==> config.mk <==
export PLATFORM = sky130hd
export DESIGN_NAME = rtccs_top
export DESIGN_NICKNAME = d
export VERILOG_FILES = /design/src/rtccs_pkg.sv /design/src/rtccs_top.sv /design/src/rtccs_clk_div.sv
export SDC_FILE = /design/constraint.sdc
export NUM_CORES = 1
export LEC_CHECK = 0
export CORE_ASPECT_RATIO = 1.1
export CORE_UTILIZATION = 55
export DETAILED_ROUTE_END_ITERATION = 10
export DONT_BUFFER_PORTS = 1
export GPL_TIMING_DRIVEN = 0
export PLACE_DENSITY = 0.68
export SLEW_MARGIN = 20
export SYNTH_ARGS = -nofsm -noshare
export SYNTH_HDL_FRONTEND = slang
export SYNTH_SLANG_ARGS = --single-unit
==> constraint.sdc <==
create_clock -name clk -period 4.7 [get_ports clk]
set_clock_uncertainty 0.1 [all_clocks]
set_input_delay 1.175 -clock clk [delete_from_list [all_inputs] [get_ports clk]]
set_output_delay 1.175 -clock clk [all_outputs]
set_load 0.03 [all_outputs]
==> src/rtccs_pkg.sv <==
// rtccs_pkg: register map, field layout, reset values and codes of the rtc clock source block
package rtccs_pkg;

  // register indices as printed; byte address is four times the index
  localparam logic [9:0]  IDX_CLOCK_CONF    = 10'h01C;
  localparam logic [9:0]  IDX_REGULATOR     = 10'h01D;
  localparam logic [11:0] ADDR_CLOCK_CONF   = {IDX_CLOCK_CONF, 2'b00};
  localparam logic [11:0] ADDR_REGULATOR    = {IDX_REGULATOR, 2'b00};
  localparam int          ADDR_W            = 12;
  localparam int          DATA_W            = 32;

  // rtc_clock_configuration fields
  localparam int SLOW_SEL_LSB   = 30;
  localparam int FAST_SEL_BIT   = 29;
  localparam int SYS_SEL_LSB    = 27;
  localparam int FORCE_PU_BIT   = 26;
  localparam int FORCE_PD_BIT   = 25;
  localparam int FREQ_TRIM_LSB  = 17;
  localparam int DIV_SEL_LSB    = 12;
  localparam int CORE_OSC_BIT   = 10;
  localparam int CORE_DIV_BIT   = 9;
  localparam int CORE_XTAL_BIT  = 8;
  localparam int BYPASS_BIT     = 7;
  localparam int DISABLE_BIT    = 6;
  localparam int RATIO_LSB      = 4;

  // sdio_regulator_configuration fields
  localparam int REG_EN_BIT     = 31;
  localparam int HIGH_TRIM_LSB  = 29;
  localparam int MID_TRIM_LSB   = 27;
  localparam int LOW_TRIM_LSB   = 25;
  localparam int READY_BIT      = 24;
  localparam int TIE_HIGH_BIT   = 23;
  localparam int OVERRIDE_BIT   = 22;
  localparam int SLEEP_PD_BIT   = 21;

  // reset values
  localparam logic [2:0] RST_DIV_SEL     = 3'h2;
  localparam logic [1:0] RST_RATIO       = 2'h1;
  localparam logic       RST_CORE_DIV    = 1'b1;
  localparam logic [7:0] RST_FREQ_TRIM   = 8'h00;
  localparam logic [1:0] RST_HIGH_TRIM   = 2'h0;
  localparam logic [1:0] RST_MID_TRIM    = 2'h0;
  localparam logic [1:0] RST_LOW_TRIM    = 2'h1;
  localparam logic       RST_TIE_HIGH    = 1'b1;
  localparam logic       RST_SLEEP_PD    = 1'b1;

  // trims driven while the state machine owns the regulator
  localparam logic [1:0] AUTO_HIGH_TRIM  = 2'h0;
  localparam logic [1:0] AUTO_MID_TRIM   = 2'h0;
  localparam logic [1:0] AUTO_LOW_TRIM   = 2'h1;
  localparam logic       AUTO_TIE_HIGH   = 1'b1;

  // source codes
  localparam logic [1:0] SLOW_INTERNAL   = 2'h0;
  localparam logic [1:0] SLOW_CRYSTAL    = 2'h1;
  localparam logic [1:0] SLOW_DIVIDED    = 2'h2;
  localparam logic [1:0] SYS_CRYSTAL     = 2'h0;
  localparam logic [1:0] SYS_MAIN_PLL    = 2'h1;
  localparam logic [1:0] SYS_FAST_OSC    = 2'h2;
  localparam logic [1:0] SYS_AUDIO_PLL   = 2'h3;

  // divider figures
  localparam int         DIV_W           = 11;
  localparam logic [10:0] XTAL_QUARTER   = 11'h004;
  localparam logic [10:0] BASE_RATIO     = 11'h080;
  localparam logic [10:0] DIV_ONE        = 11'h001;

  typedef enum logic {REG_ON, REG_OFF} rtccs_reg_state_t;

endpackage

==> src/rtccs_top.sv <==
// rtccs_top: rtc clock source select, oscillator control and card supply regulator control
`timescale 1ns/1ps
module rtccs_top
  import rtccs_pkg::*;
(
  // clock and reset
  input  wire logic              clk,
  input  wire logic              rst_n,
  // apb slave
  input  wire logic              psel,
  input  wire logic              penable,
  input  wire logic              pwrite,
  input  wire logic [ADDR_W-1:0] paddr,
  input  wire logic [DATA_W-1:0] pwdata,
  output logic                   pready,
  output logic [DATA_W-1:0]      prdata,
  output logic                   pslverr,
  // clock sources, sampled levels
  input  wire logic              slowOscIn,
  input  wire logic              slowCrystalIn,
  input  wire logic              mainCrystalIn,
  input  wire logic              mainPllIn,
  input  wire logic              audioPllIn,
  input  wire logic              fastOscIn,
  // power manager status
  input  wire logic              oscAutoPowerReq,
  input  wire logic              sleepActive,
  input  wire logic              supplyReadyIn,
  // rtc domain clocks
  output logic                   slowClockOut,
  output logic                   fastClockOut,
  output logic                   systemClockOut,
  // digital core clocks
  output logic                   coreOscClk,
  output logic                   coreDividedOscClk,
  output logic                   coreSlowCrystalClk,
  // oscillator control
  output logic                   oscPowerUp,
  output logic [7:0]             oscFreqTrim,
  // card supply regulator control
  output logic                   regEnable,
  output logic [1:0]             regHighTrim,
  output logic [1:0]             regMidTrim,
  output logic [1:0]             regLowTrim,
  output logic                   regTieHigh
);

  ////////////////////////////////////////////////////////////////////////////////
  // register fields

  logic [1:0]       slowSel;
  logic             fastSel;
  logic [1:0]       sysSel;
  logic             forcePowerUp;
  logic             forcePowerDown;
  logic [7:0]       freqTrim;
  logic [2:0]       divSel;
  logic             coreOscGate;
  logic             coreDivGate;
  logic             coreXtalGate;
  logic             dividerBypass;
  logic             oscDisable;
  logic [1:0]       outputRatio;

  logic             swRegEnable;
  logic [1:0]       swHighTrim;
  logic [1:0]       swMidTrim;
  logic [1:0]       swLowTrim;
  logic             swTieHigh;
  logic             regOverride;
  logic             sleepPdEnable;
  logic             supplyReady;

  ////////////////////////////////////////////////////////////////////////////////
  // apb decode

  logic             apbAccess;
  logic             apbWrite;
  logic             hitClock;
  logic             hitRegulator;
  logic [DATA_W-1:0] next_prdata;

  function automatic logic [DIV_W-1:0] ratio_divisor(input logic [1:0] code);
    ratio_divisor = BASE_RATIO << code;
  endfunction

  // one wait state: pready rises on the second access cycle
  assign apbAccess    = psel && penable && !pready;
  assign apbWrite     = psel && penable && pready && pwrite && !pslverr;
  assign hitClock     = (paddr == ADDR_CLOCK_CONF);
  assign hitRegulator = (paddr == ADDR_REGULATOR);

  always_comb begin
    next_prdata = '0;
    if (hitClock) begin
      next_prdata[SLOW_SEL_LSB +: 2]  = slowSel;
      next_prdata[FAST_SEL_BIT]       = fastSel;
      next_prdata[SYS_SEL_LSB +: 2]   = sysSel;
      next_prdata[FORCE_PU_BIT]       = forcePowerUp;
      next_prdata[FORCE_PD_BIT]       = forcePowerDown;
      next_prdata[FREQ_TRIM_LSB +: 8] = freqTrim;
      next_prdata[DIV_SEL_LSB +: 3]   = divSel;
      next_prdata[CORE_OSC_BIT]       = coreOscGate;
      next_prdata[CORE_DIV_BIT]       = coreDivGate;
      next_prdata[CORE_XTAL_BIT]      = coreXtalGate;
      next_prdata[BYPASS_BIT]         = dividerBypass;
      next_prdata[DISABLE_BIT]        = oscDisable;
      next_prdata[RATIO_LSB +: 2]     = outputRatio;
    end else if (hitRegulator) begin
      next_prdata[REG_EN_BIT]         = swRegEnable;
      next_prdata[HIGH_TRIM_LSB +: 2] = swHighTrim;
      next_prdata[MID_TRIM_LSB +: 2]  = swMidTrim;
      next_prdata[LOW_TRIM_LSB +: 2]  = swLowTrim;
      next_prdata[READY_BIT]          = supplyReady;
      next_prdata[TIE_HIGH_BIT]       = swTieHigh;
      next_prdata[OVERRIDE_BIT]       = regOverride;
      next_prdata[SLEEP_PD_BIT]       = sleepPdEnable;
    end
  end

  always_ff @(posedge clk) begin
    if (!rst_n) begin
      pready  <= 1'b0;
      pslverr <= 1'b0;
      prdata  <= '0;
    end else begin
      pready  <= apbAccess;
      pslverr <= apbAccess && !hitClock && !hitRegulator;
      if (apbAccess && !pwrite) begin
        prdata <= next_prdata;
      end
    end
  end

  ////////////////////////////////////////////////////////////////////////////////
  // register storage

  always_ff @(posedge clk) begin
    if (!rst_n) begin
      slowSel        <= SLOW_INTERNAL;
      fastSel        <= 1'b0;
      sysSel         <= SYS_CRYSTAL;
      forcePowerUp   <= 1'b0;
      forcePowerDown <= 1'b0;
      freqTrim       <= RST_FREQ_TRIM;
      divSel         <= RST_DIV_SEL;
      coreOscGate    <= 1'b0;
      coreDivGate    <= RST_CORE_DIV;
      coreXtalGate   <= 1'b0;
      dividerBypass  <= 1'b0;
      oscDisable     <= 1'b0;
      outputRatio    <= RST_RATIO;
    end else if (apbWrite && hitClock) begin
      slowSel        <= pwdata[SLOW_SEL_LSB +: 2];
      fastSel        <= pwdata[FAST_SEL_BIT];
      sysSel         <= pwdata[SYS_SEL_LSB +: 2];
      forcePowerUp   <= pwdata[FORCE_PU_BIT];
      forcePowerDown <= pwdata[FORCE_PD_BIT];
      freqTrim       <= pwdata[FREQ_TRIM_LSB +: 8];
      divSel         <= pwdata[DIV_SEL_LSB +: 3];
      coreOscGate    <= pwdata[CORE_OSC_BIT];
      coreDivGate    <= pwdata[CORE_DIV_BIT];
      coreXtalGate   <= pwdata[CORE_XTAL_BIT];
      dividerBypass  <= pwdata[BYPASS_BIT];
      oscDisable     <= pwdata[DISABLE_BIT];
      outputRatio    <= pwdata[RATIO_LSB +: 2];
    end
  end

  // ready bit is not written here, so writes to it are lost
  always_ff @(posedge clk) begin
    if (!rst_n) begin
      swRegEnable   <= 1'b0;
      swHighTrim    <= RST_HIGH_TRIM;
      swMidTrim     <= RST_MID_TRIM;
      swLowTrim     <= RST_LOW_TRIM;
      swTieHigh     <= RST_TIE_HIGH;
      regOverride   <= 1'b0;
      sleepPdEnable <= RST_SLEEP_PD;
    end else if (apbWrite && hitRegulator) begin
      swRegEnable   <= pwdata[REG_EN_BIT];
      swHighTrim    <= pwdata[HIGH_TRIM_LSB +: 2];
      swMidTrim     <= pwdata[MID_TRIM_LSB +: 2];
      swLowTrim     <= pwdata[LOW_TRIM_LSB +: 2];
      swTieHigh     <= pwdata[TIE_HIGH_BIT];
      regOverride   <= pwdata[OVERRIDE_BIT];
      sleepPdEnable <= pwdata[SLEEP_PD_BIT];
    end
  end

  always_ff @(posedge clk) begin
    if (!rst_n) begin
      supplyReady <= 1'b0;
    end else begin
      supplyReady <= supplyReadyIn;
    end
  end

  ////////////////////////////////////////////////////////////////////////////////
  // oscillator power and run control

  logic next_oscPowerUp;
  logic oscLive;

  always_comb begin
    if (forcePowerDown) begin
      next_oscPowerUp = 1'b0;
    end else if (forcePowerUp) begin
      next_oscPowerUp = 1'b1;
    end else begin
      next_oscPowerUp = oscAutoPowerReq;
    end
  end

  // an unpowered oscillator is treated as stopped too
  assign oscLive = next_oscPowerUp && !oscDisable;

  always_ff @(posedge clk) begin
    if (!rst_n) begin
      oscPowerUp  <= 1'b0;
      oscFreqTrim <= RST_FREQ_TRIM;
    end else begin
      oscPowerUp  <= next_oscPowerUp;
      oscFreqTrim <= freqTrim;
    end
  end

  ////////////////////////////////////////////////////////////////////////////////
  // source edge detection and dividers

  logic fastOscPrev;
  logic mainCrystalPrev;
  logic fastOscRise;
  logic mainCrystalRise;
  logic oscDivLevel;
  logic oscDivRise;
  logic quarterLevel;
  logic d256Level;
  logic [DIV_W-1:0] oscDivisor;
  logic [DIV_W-1:0] d256Divisor;

  always_ff @(posedge clk) begin
    if (!rst_n) begin
      fastOscPrev     <= 1'b0;
      mainCrystalPrev <= 1'b0;
    end else begin
      fastOscPrev     <= fastOscIn;
      mainCrystalPrev <= mainCrystalIn;
    end
  end

  assign fastOscRise     = fastOscIn && !fastOscPrev;
  assign mainCrystalRise = mainCrystalIn && !mainCrystalPrev;
  assign oscDivisor      = {{(DIV_W-3){1'b0}}, divSel} + DIV_ONE;
  // bypass turns the second stage into a straight pass
  assign d256Divisor     = dividerBypass ? DIV_ONE : ratio_divisor(outputRatio);

  rtccs_clk_div u_osc_div (
    .clk      (clk),
    .rst_n    (rst_n),
    .enable   (oscLive),
    .srcLevel (fastOscIn),
    .srcRise  (fastOscRise),
    .divisor  (oscDivisor),
    .divLevel (oscDivLevel),
    .divRise  (oscDivRise)
  );

  rtccs_clk_div u_d256_div (
    .clk      (clk),
    .rst_n    (rst_n),
    .enable   (oscLive),
    .srcLevel (oscDivLevel),
    .srcRise  (oscDivRise),
    .divisor  (d256Divisor),
    .divLevel (d256Level),
    .divRise  ()
  );

  rtccs_clk_div u_quarter_div (
    .clk      (clk),
    .rst_n    (rst_n),
    .enable   (1'b1),
    .srcLevel (mainCrystalIn),
    .srcRise  (mainCrystalRise),
    .divisor  (XTAL_QUARTER),
    .divLevel (quarterLevel),
    .divRise  ()
  );

  ////////////////////////////////////////////////////////////////////////////////
  // clock selection and core gating

  logic next_slowClock;
  logic next_systemClock;

  always_comb begin
    unique case (slowSel)
      SLOW_CRYSTAL: next_slowClock = slowCrystalIn;
      SLOW_DIVIDED: next_slowClock = d256Level;
      default:      next_slowClock = slowOscIn;
    endcase
  end

  always_comb begin
    unique case (sysSel)
      SYS_CRYSTAL:   next_systemClock = mainCrystalIn;
      SYS_MAIN_PLL:  next_systemClock = mainPllIn;
      SYS_FAST_OSC:  next_systemClock = oscDivLevel;
      SYS_AUDIO_PLL: next_systemClock = audioPllIn;
    endcase
  end

  // sampled-mux model: outputs lag sources by one clk, glitch-free switching is not attempted
  always_ff @(posedge clk) begin
    if (!rst_n) begin
      slowClockOut   <= 1'b0;
      fastClockOut   <= 1'b0;
      systemClockOut <= 1'b0;
    end else begin
      slowClockOut   <= next_slowClock;
      fastClockOut   <= fastSel ? oscDivLevel : quarterLevel;
      systemClockOut <= next_systemClock;
    end
  end

  always_ff @(posedge clk) begin
    if (!rst_n) begin
      coreOscClk         <= 1'b0;
      coreDividedOscClk  <= 1'b0;
      coreSlowCrystalClk <= 1'b0;
    end else begin
      coreOscClk         <= coreOscGate && oscDivLevel;
      coreDividedOscClk  <= coreDivGate && d256Level;
      coreSlowCrystalClk <= coreXtalGate && slowCrystalIn;
    end
  end

  ////////////////////////////////////////////////////////////////////////////////
  // card supply regulator

  rtccs_reg_state_t regState;
  rtccs_reg_state_t next_regState;

  always_comb begin
    next_regState = regState;
    unique case (regState)
      REG_ON: begin
        if (sleepActive && sleepPdEnable) begin
          next_regState = REG_OFF;
        end
      end
      REG_OFF: begin
        if (!sleepActive || !sleepPdEnable) begin
          next_regState = REG_ON;
        end
      end
    endcase
  end

  // machine keeps tracking sleep while overridden, so handing back is seamless
  always_ff @(posedge clk) begin
    if (!rst_n) begin
      regState <= REG_ON;
    end else begin
      regState <= next_regState;
    end
  end

  always_ff @(posedge clk) begin
    if (!rst_n) begin
      regEnable   <= 1'b0;
      regHighTrim <= AUTO_HIGH_TRIM;
      regMidTrim  <= AUTO_MID_TRIM;
      regLowTrim  <= AUTO_LOW_TRIM;
      regTieHigh  <= AUTO_TIE_HIGH;
    end else if (regOverride) begin
      regEnable   <= swRegEnable;
      regHighTrim <= swHighTrim;
      regMidTrim  <= swMidTrim;
      regLowTrim  <= swLowTrim;
      regTieHigh  <= swTieHigh;
    end else begin
      regEnable   <= (next_regState == REG_ON);
      regHighTrim <= AUTO_HIGH_TRIM;
      regMidTrim  <= AUTO_MID_TRIM;
      regLowTrim  <= AUTO_LOW_TRIM;
      regTieHigh  <= AUTO_TIE_HIGH;
    end
  end

endmodule // rtccs_top

==> src/rtccs_clk_div.sv <==
// rtccs_clk_div: divides a sampled source clock by a run-time ratio
`timescale 1ns/1ps
module rtccs_clk_div
  import rtccs_pkg::*;
(
  // clock and reset
  input  wire logic             clk,
  input  wire logic             rst_n,
  // source
  input  wire logic             enable,
  input  wire logic             srcLevel,
  input  wire logic             srcRise,
  input  wire logic [DIV_W-1:0] divisor,
  // divided clock
  output logic                  divLevel,
  output logic                  divRise
);

  logic [DIV_W-1:0] count;
  logic [DIV_W-1:0] next_count;
  logic             passThrough;

  assign passThrough = (divisor <= DIV_ONE);
  assign next_count  = (count >= divisor - DIV_ONE) ? '0 : count + DIV_ONE;

  // ratio changes apply to the running count at once without restarting it; only a ratio of one or zero clears the count
  always_ff @(posedge clk) begin
    if (!rst_n || !enable || passThrough) begin
      count <= '0;
    end else if (srcRise) begin
      count <= next_count;
    end
  end

  always_ff @(posedge clk) begin
    if (!rst_n || !enable) begin
      divLevel <= 1'b0;
      divRise  <= 1'b0;
    end else if (passThrough) begin
      divLevel <= srcLevel;
      divRise  <= srcRise;
    end else begin
      if (srcRise) begin
        divLevel <= (next_count < (divisor >> 1));
      end
      divRise <= srcRise && (next_count == '0);
    end
  end

endmodule // rtccs_clk_div

==> run_results.csv, run 1 <==
group,metric,value,unit
status,outcome,"finished clean",
logic_synthesis,ys_warn_count,0,
critical_path,reg2reg_setup_slack,0.41,ns
global_route,antenna_found_initial,0,
logic_synthesis,synth-edff-count,0,
sta,finalWorstSetupSlack,0.412,ns
global_route,grt_pass1_vias,4927,
logic_synthesis,ys_seq_area_share,41.1,%
placement,placed_area,6280,um^2
clock_network,htreeDepth,4,
global_route,grt_pass1_wl,24800,um
critical_path,crit_chain,"clkbuf_1, inv_1, nand3_1, ha_1, a2111oi_0, o21ai_0, a211o_1, a21oi_1, ha_1, o21a_1, o21a_1, o21ai_0, nand3_1, a21o_1, a21oi_1",
critical_path,crit_path_start,"dividerBypass",
floorplan,fp-row-count,39,
placement,gp_congestion,0.864,
flow_run,cap_viol_max_count,0,
worst_hold_path,hold_end,"freqTrim[1]",
floorplan,die_area,11500,um^2
power,ir_drop,0.257,mV
finish,syn_to_final_growth,13.4,%
clock_network,clockRootBuffer,"clkbuf_16",
routing,viasPerCell,5.69,
global_route,grt_max_degree,17,
sta,drv_slew,0,
logic_synthesis,synth_area_leaders,"dfxtp_1 (41%), ha_1 (6.6%), nand2_1 (5.9%)",
worst_hold_path,hold_path_class,"flop to flop",
clock_network,post_cts_buffers,0,
clock_network,clk_path_buf_depth,2,
logic_synthesis,synthArstFlopShare,0,%
finish,fin_nets,813,
floorplan,dieWidth,102,um
clock_network,clk_pin_slew_worst_paths,0.06,ns
sta,relSlewSlack,44.1,%
placement,hpwlAfterDp,11200,um
clock_network,holdBufCountCts,0,
finish,num_antenna_cells,0,
sta,rsz0062_at_grt,"no",
routing,drtIter0Drc,205,
critical_path,cp.required,4.95,ns
critical_path,critical_path_buf_inv_count,2,
critical_path,worstRegToRegCells,15,
routing,wire_per_inst,17.5,um
clock_network,cts_sinks,125,
critical_path,start_kind,"flop",
finish,instances_no_fill,879,
placement,dp_cells,847,
sta,layout_min_cycle_time,4.29,ns
critical_path,r2r-start,"dividerBypass",
critical_path,crit_slowest_cell,"a2111oi_0",
power,p_per_area,365,nW/um^2
logic_synthesis,yosys_most_used_dff,"dfxtp_1",
placement,pre_cts_slack,0.521,ns
critical_path,end_kind,"flop",
floorplan,start_util,57.5,%
critical_path,cp_slowest_stage_delay,0.70,ns
sta,holdWs,0.375,ns
sta,tns,0,ns
sta,worstMarginPinSlew,0.833,ns
power,power.leakage,2.61,nW
finish,utilization,65.1,%
logic_synthesis,synth_cell_types,65,
worst_hold_path,worst_hold_startpoint,"freqTrim[1]",
routing,routed-via-count,5001,
routing,ant_nets,0,
routing,wl,15300,um
sta,fmax,0.233,GHz
critical_path,reg2reg_to,"u_d256_div.divLevel",
logic_synthesis,syn_area_per_cell,8.72,um^2
power,power.total,2.52,mW
critical_path,critical_path_class,"flop to flop",
critical_path,worstPathMaxFanout,8,
critical_path,arrival,4.54,ns
global_route,track_usage,28.4,%
clock_network,post_cts_resized,0,
clock_network,clkLatencyLatePin,0.42,ns
finish,final_layout_size_suffix_gt1_share,8.42,%
floorplan,die_y,112,um
worst_hold_path,hold_depth,2,
logic_synthesis,synth_cells,698,
sta,setup_viol,0,
finish,final_cell_area,6900,um^2
sta,period_share,91.2,%
clock_network,numCtsBuffers,17,
clock_network,cts_tree,"built",
sta,hold_viol_final,0,
logic_synthesis,synth.largest_area_cell,"dfxtp_1",
routing,remaining_drc_errors,0,
global_route,grt_overflow,0,
routing,first_pass_iters,7,
logic_synthesis,synth_top_area_share,41.1,%
floorplan,coreArea,10600,um^2
floorplan,io_pins,115,
placement,port_buffers,0,
logic_synthesis,syn-cell-area,6080,um^2
critical_path,cp_top_family,"compound AO/OA/AOI/OAI gates",
logic_synthesis,synth_seq_cells,125,
[worst min-delay path, stage by stage (launching register included)]
cell and delay (ns):
dfxtp_1 0.31, nand2_1 0.05, a21boi_0 0.06
[cell type report]
class	instances	area [um^2]
Tap cell	143	179
Buffer	50	233
Clock buffer	21	480
Fill cell	915	3690
Clock inverter	11	131
Inverter	16	65.1
Multi-Input combinational cell	513	3310
Sequential cell	125	2500
[power by group]
part | internal (mW) | switching [mW] | leakage, nW | total (mW)
sequential | 1.07 | 0.0229 | 1.01 | 1.09
combinational | 0.0323 | 0.0571 | 1.31 | 0.0893
clock | 0.842 | 0.494 | 0.293 | 1.34
total | 1.95 | 0.574 | 2.61 | 2.52
[cell usage after synthesis, drive strengths merged, types with 3 or more instances]
master  count
and2       18
nand2      95
o21ai      15
xnor2      10
and3       23
inv        15
a221oi     11
a211o       4
nand2b     18
clkbuf     32
nand3      41
nor3        8
mux2i      13
nor3b      15
o21a        3
buf        18
a21oi      24
o211ai     11
a21o        6
nor4        3
nand4b      5
xor2        3
nor2b      15
nor2       38
dfxtp     125
nand3b      7
ha         32
a31oi      11
or3         7
a21boi     38
nand4       6
[registers in the layout (all words and copies together) (netlist names), 2 cells and up]
| name | cells |
|---|---|
| slowSel | 2 |
| swHighTrim | 2 |
| oscFreqTrim | 8 |
| u_d256_div.count | 11 |
| swMidTrim | 2 |
| sysSel | 2 |
| regHighTrim | 2 |
| swLowTrim | 2 |
| u_quarter_div.count | 11 |
| u_osc_div.count | 11 |
| freqTrim | 8 |
| divSel | 3 |
| prdata | 25 |
| regLowTrim | 2 |
| regMidTrim | 2 |
| outputRatio | 2 |
[cell families after synthesis]
| kind of cell | synth area share [%] |
|---|---|
| compound gates | 15.9 |
| xor+xnor | 2.18 |
| fa+ha+maj | 6.58 |
| simple gates | 26.7 |
| mux | 2.51 |
| buf+inv | 4.90 |
| other cells | 0.123 |
| flops | 41.1 |
[placed cells by master, fill, tap and decap left out, types with 8 or more instances in the layout]
cell,Yosys,routed
clkbuf_1,32,32
and3_1,23,23
nand3_1,41,41
buf_2,9,9
and2_1,18,18
nand2_1,95,95
dfxtp_1,125,125
o211ai_1,10,10
o21ai_0,14,14
mux2i_1,13,13
a21oi_1,24,24
nand2b_1,17,17
nor2_1,37,37
ha_1,32,32
conb_1,2,8
clkbuf_16,0,17
inv_1,15,15
a21boi_0,38,38
a221oi_1,11,11
xnor2_1,9,9
nor3b_1,15,15
nor2b_1,15,15
a31oi_1,11,11
[worst max-delay path by stage]
stage | endpoint | slack, ns | depth (start not counted)
final | u_d256_div.divLevel | 0.41 | 15
after global placement | u_d256_div.divLevel | 0.74 | 15
after detailed placement | u_d256_div.divLevel | 0.52 | 15
after floorplan | u_osc_div.divLevel | 1.39 | 15
after global routing | u_d256_div.divLevel | 0.19 | 15
after CTS | u_d256_div.divLevel | 0.48 | 15
[routing by layer]
layer | GRT usage [%] | vias up | part of all wire, %
li1 | - | 2490 | -
met1 | 33.3 | 2342 | 42
met2 | 47.2 | 137 | 49
met3 | 8.16 | 32 | 6.1
met4 | 13.5 | 0 | 2.8
met5 | 0 | - | 0
(Power assumes the default switching activity.)
==> inputs of run 2 (changes only) <==
--- a/config.mk
+++ b/config.mk
@@ -14,4 +14,5 @@
 export SLEW_MARGIN = 20
 export SYNTH_ARGS = -nofsm -noshare
 export SYNTH_HDL_FRONTEND = slang
+export SYNTH_HIERARCHICAL = 1
 export SYNTH_SLANG_ARGS = --single-unit
==> run_results.csv, run 2 <==
group,metric,value,unit
routing,viasPerCell,5.43,
global_route,antenna_found_initial,1,
clock_network,htreeDepth,4,
critical_path,worstPathMaxFanout,10,
global_route,grt_pass1_vias,6391,
finish,final_common_cell,"dfxtp_1",
floorplan,start_util,56.8,%
clock_network,clkLatencyLatePin,0.42,ns
clock_network,cts_tree,"built",
logic_synthesis,syn-cell-area,7900,um^2
clock_network,cts_sinks,125,
placement,pre_cts_slack,-0.154,ns
logic_synthesis,synth_cells,960,
logic_synthesis,ys_warn_count,6,
routing,drtIter0Drc,522,
placement,gp_congestion,0.859,
critical_path,cp-endpoint,"u_osc_div/divLevel",
finish,multi_input_comb_area,5300,um^2
finish,fin_nets,1196,
sta,setup_viol,0,
power,ir_drop,0.227,mV
logic_synthesis,syn_area_per_cell,8.23,um^2
routing,remaining_drc_errors,0,
sta,period_share,94.4,%
sta,fmax,0.225,GHz
power,p_per_area,277,nW/um^2
sta,drv_slew,0,
floorplan,io_pins,115,
finish,register_area,2500,um^2
floorplan,coreArea,13900,um^2
finish,fill_cells,1241,
flow_run,cap_viol_max_count,0,
power,power.total,2.52,mW
floorplan,dieWidth,116,um
power,power.leakage,3.61,nW
routing,wire_per_inst,15.7,um
sta,relSlewSlack,38.9,%
critical_path,r2r-start,"divSel[0]",
finish,mostFrequentLayoutCells,"dfxtp_1 (125), nand2_1 (98), a21oi_1 (84)",
global_route,track_usage,27.9,%
clock_network,holdBufCountCts,0,
clock_network,clockRootBuffer,"clkbuf_16",
global_route,grt_pass1_wl,32000,um
routing,routed-via-count,6882,
sta,layout_min_cycle_time,4.43,ns
worst_hold_path,hold_path_class,"flop to flop",
finish,largest-register,"prdata",
placement,port_buffers,0,
critical_path,cp.required,4.97,ns
placement,hpwlAfterDp,14900,um
critical_path,reg2reg_setup_slack,0.27,ns
clock_network,clk_path_buf_depth,2,
critical_path,crit_path_start,"divSel[0]",
routing,first_pass_iters,5,
critical_path,end_kind,"flop",
routing,ant_nets,0,
finish,final_layout_size_suffix_gt1_share,10.0,%
floorplan,die_y,128,um
critical_path,start_kind,"flop",
critical_path,arrival,4.70,ns
global_route,grt_overflow,0,
finish,syn_to_final_growth,15.4,%
clock_network,numCtsBuffers,17,
floorplan,die_area,14800,um^2
critical_path,critical_path_class,"flop to flop",
sta,hold_viol_final,0,
sta,finalWorstSetupSlack,0.265,ns
sta,worstMarginPinSlew,0.910,ns
floorplan,fp-row-count,45,
finish,largest_reg_flops,25,
global_route,grt_max_degree,20,
clock_network,clk_pin_slew_worst_paths,0.06,ns
routing,wl,19900,um
critical_path,reg2reg_to,"u_osc_div/divLevel",
critical_path,worstRegToRegCells,18,
status,outcome,"finished clean",
## run 2: cell count changes in the layout (fill, tap and decap cells not counted), sizes merged, moves of 18 or more
cell and delta:
ha +40, o21ai +44, a21oi +60, xor2 +22, inv +29, conb +75, a21boi -37, nor3 +26
nor2 +44, xnor2 +36, buf +18
## run 2: metrics by stage
stage | setup TNS (ns) | hold WS, ns | area [um^2] | utilization [%] | std cells
finish | 0 | 0.380 | 9120 | 65.6 | 1267
global route | -0.0100 | 0.403 | 9110 | 65.5 | 1266
CTS | 0 | 0.381 | 9020 | 64.8 | 1261
detailed placement | -0.154 | 0.368 | 8440 | 60.7 | 1229
global placement | -0.186 | 0.358 | 8440 | 60.7 | 1229
floorplan | 0 | 0.343 | 8200 | - | 1041
## run 2: per-layer routing
layer	GRT usage (%)	vias to the layer above	wire (um)
met3	7.00	40	1280
met5	0	-	13
met2	44.8	200	9170
met4	10.8	2	511
li1	-	3498	-
met1	35.7	3142	8960
## run 2: critical path: stages (launching register included)
cell and delay, ns:
dfxtp_1 0.35, ha_2 0.21, xor2_2 0.19, nor4_4 0.33, nand2_1 0.12, nor4_2 0.32
xnor2_1 0.14, ha_1 0.35, a2111oi_4 0.35, o21ai_2 0.12, a211oi_2 0.31, nor2_2 0.12
buf_6 0.16, nor2_1 0.11, ha_1 0.25, a21o_1 0.21, a2111oi_4 0.34, o211a_1 0.19
o22a_1 0.11
## run 2: timing repair
action,in CTS,in global routing
hold endpoints to repair,0,0
pin swaps,1,8
endpoints found under the setup margin,1,1
buffers inserted,1,5
gates resized for setup,1,10
## run 2: layout make-up
class                           count  area share (%)
Tap cell                          188            2.58
Clock buffer                       18            4.71
Antenna cell                        1          0.0274
Multi-Input combinational cell    817            58.1
Inverter                           44            1.81
Timing Repair Buffer                6           0.494
Sequential cell                   125            27.4
Clock inverter                     13            1.54
Buffer                             55            3.29
## run 2: power breakdown
group          total (mW)  switching (mW)  internal, mW
Sequential           1.09          0.0231          1.07
Combinational       0.163           0.108        0.0552
Clock                1.27           0.489         0.778
Total                2.52           0.620          1.90
## run 2: how the worst min path moves through the flow
stage                  start              to  cells after the start
5_1_grt          freqTrim[0]      prdata[17]                      2
3_5_place_dp     freqTrim[1]  oscFreqTrim[1]                      1
4_1_cts          swRegEnable     swRegEnable                      2
3_3_place_gp   swHighTrim[1]   swHighTrim[1]                      2
6_report         freqTrim[2]      prdata[19]                      2
2_1_floorplan   swLowTrim[0]   regLowTrim[0]                      1
==> inputs of run 3 (changes only) <==
--- a/config.mk
+++ b/config.mk
@@ -9,7 +9,7 @@
 export CORE_UTILIZATION = 55
 export DETAILED_ROUTE_END_ITERATION = 10
 export DONT_BUFFER_PORTS = 1
-export GPL_TIMING_DRIVEN = 0
+export HOLD_SLACK_MARGIN = 0.02
 export PLACE_DENSITY = 0.68
 export SLEW_MARGIN = 20
 export SYNTH_ARGS = -nofsm -noshare
==> run_results.csv, run 3 (synthesis results as in run 2) <==
group,metric,value,unit
critical_path,reg2reg_setup_slack,0.38,ns
clock_network,numCtsBuffers,17,
placement,hpwlAfterDp,13500,um
clock_network,cts_sinks,125,
finish,utilization,63.3,%
critical_path,cp.required,4.92,ns
floorplan,fp-row-count,45,
sta,finalWorstSetupSlack,0.376,ns
sta,rsz0062_at_grt,"no",
clock_network,clkLatencyLatePin,0.43,ns
routing,drtIter0Drc,438,
finish,syn_to_final_growth,11.4,%
sta,fmax,0.231,GHz
placement,port_buffers,0,
sta,period_share,92.0,%
critical_path,worstPathMaxFanout,12,
finish,largest-register,"prdata",
critical_path,critical_path_class,"flop to flop",
routing,first_pass_iters,5,
floorplan,start_util,56.8,%
placement,pre_cts_slack,0.143,ns
routing,routed-via-count,6637,
sta,hold_viol_final,0,
worst_hold_path,hold_depth,2,
flow_run,cap_viol_max_count,0,
sta,tns,0,ns
finish,multi_input_comb_area,5250,um^2
global_route,grt_pass1_wl,30500,um
power,ir_drop,0.218,mV
finish,final_cell_area,8800,um^2
routing,wl,18600,um
clock_network,clockRootBuffer,"clkbuf_16",
worst_hold_path,hold_path_class,"flop to flop",
global_route,grt_overflow,0,
critical_path,arrival,4.54,ns
critical_path,start_kind,"flop",
critical_path,worstRegToRegCells,16,
global_route,antenna_found_initial,1,
power,power.leakage,3.42,nW
sta,holdWs,0.375,ns
routing,wire_per_inst,15.2,um
sta,relSlewSlack,37.2,%
finish,instances_no_fill,1218,
floorplan,coreArea,13900,um^2
global_route,track_usage,26.5,%
routing,remaining_drc_errors,0,
finish,final_common_cell,"dfxtp_1",
worst_hold_path,hold_end,"swLowTrim[1]",
sta,layout_min_cycle_time,4.32,ns
finish,register_area,2500,um^2
clock_network,clk_pin_slew_worst_paths,0.06,ns
finish,final_layout_size_suffix_gt1_share,7.48,%
clock_network,htreeDepth,4,
clock_network,clk_path_buf_depth,2,
worst_hold_path,worst_hold_startpoint,"swLowTrim[1]",
sta,drv_slew,0,
finish,fill_cells,1280,
critical_path,r2r-start,"dividerBypass",
finish,fin_nets,1147,
status,outcome,"finished clean",
global_route,grt_pass1_vias,6161,
clock_network,cts_tree,"built",
floorplan,dieWidth,116,um
placement,dp_cells,1185,
finish,largest_reg_flops,25,
placement,placed_area,8230,um^2
floorplan,io_pins,115,
power,p_per_area,282,nW/um^2
routing,viasPerCell,5.45,
critical_path,end_kind,"flop",
floorplan,die_area,14800,um^2
floorplan,die_y,128,um
sta,setup_viol,0,
finish,mostFrequentLayoutCells,"dfxtp_1 (125), nand2_1 (98), a21oi_1 (84)",
power,power.total,2.48,mW
sta,worstMarginPinSlew,0.942,ns
global_route,grt_max_degree,74,
critical_path,reg2reg_to,"u_d256_div/divLevel",
routing,ant_nets,0,
placement,gp_congestion,0.881,
-- run 3: cell types whose count changed in the layout (fill, tap and decap cells not counted), moves of 2 or more --
| cell | delta |
|---|---|
| buf_4 | -3 |
| buf_1 | -2 |
| nor3_1 | -2 |
| clkinv_4 | +2 |
| clkinv_2 | -2 |
| clkbuf_1 | -21 |
| nor3_2 | +2 |
| buf_6 | -5 |
| clkbuf_2 | -4 |
| a2111oi_4 | -2 |
| buf_2 | -14 |
-- run 3: cell type report --
cell class	instances	share of cell area (%)
Clock inverter	12	1.32
Sequential cell	125	28.4
Antenna cell	1	0.0284
Inverter	44	1.88
Clock buffer	19	5.03
Timing Repair Buffer	12	1.02
Multi-Input combinational cell	817	59.6
Tap cell	188	2.67
-- run 3: worst max-delay path, cell delays in order (launching register included) --
cell	delay, ns
dfxtp_1	0.56
nor3_1	0.18
nor4_1	0.37
nand3_1	0.14
xnor2_1	0.15
ha_1	0.27
o21ai_0	0.10
nor2_1	0.10
nor2_1	0.06
nor2_1	0.67
nor2_1	0.15
ha_1	0.34
nand3_1	0.10
nor3_1	0.31
o31ai_1	0.17
o211a_1	0.24
o22a_1	0.19
-- run 3: per-layer routing --
metal	global-route usage, %	part of all wire [%]	up-vias
li1	-	-	3405
met1	33.5	45	3078
met2	42.1	47	131
met3	8.94	6.4	23
met4	8.67	1.9	0
met5	0	0	-
-- run 3: timing repair --
action	in CTS	in global routing
setup endpoints to repair	0	1
hold buffers	0	0
resized for setup	0	1
buffers inserted	0	1
-- run 3: worst max-delay path by stage --
stage                        startpoint             endpoint  slack (ns)  depth (start not counted)
after floorplan               divSel[0]   u_osc_div/divLevel        0.58                         18
after global placement        divSel[0]   u_osc_div/divLevel        0.17                         17
after detailed placement      divSel[0]   u_osc_div/divLevel        0.14                         17
after CTS                     divSel[0]   u_osc_div/divLevel        0.12                         17
after global routing          divSel[0]   u_osc_div/divLevel        0.05                         17
final                     dividerBypass  u_d256_div/divLevel        0.38                         16
-- run 3: power by group --
| group | internal (mW) | total, mW | leakage (nW) | switching (mW) |
|---|---|---|---|---|
| clock network | 0.740 | 1.24 | 0.258 | 0.503 |
| logic | 0.0489 | 0.142 | 2.16 | 0.0935 |
| registers | 1.07 | 1.10 | 1.01 | 0.0244 |
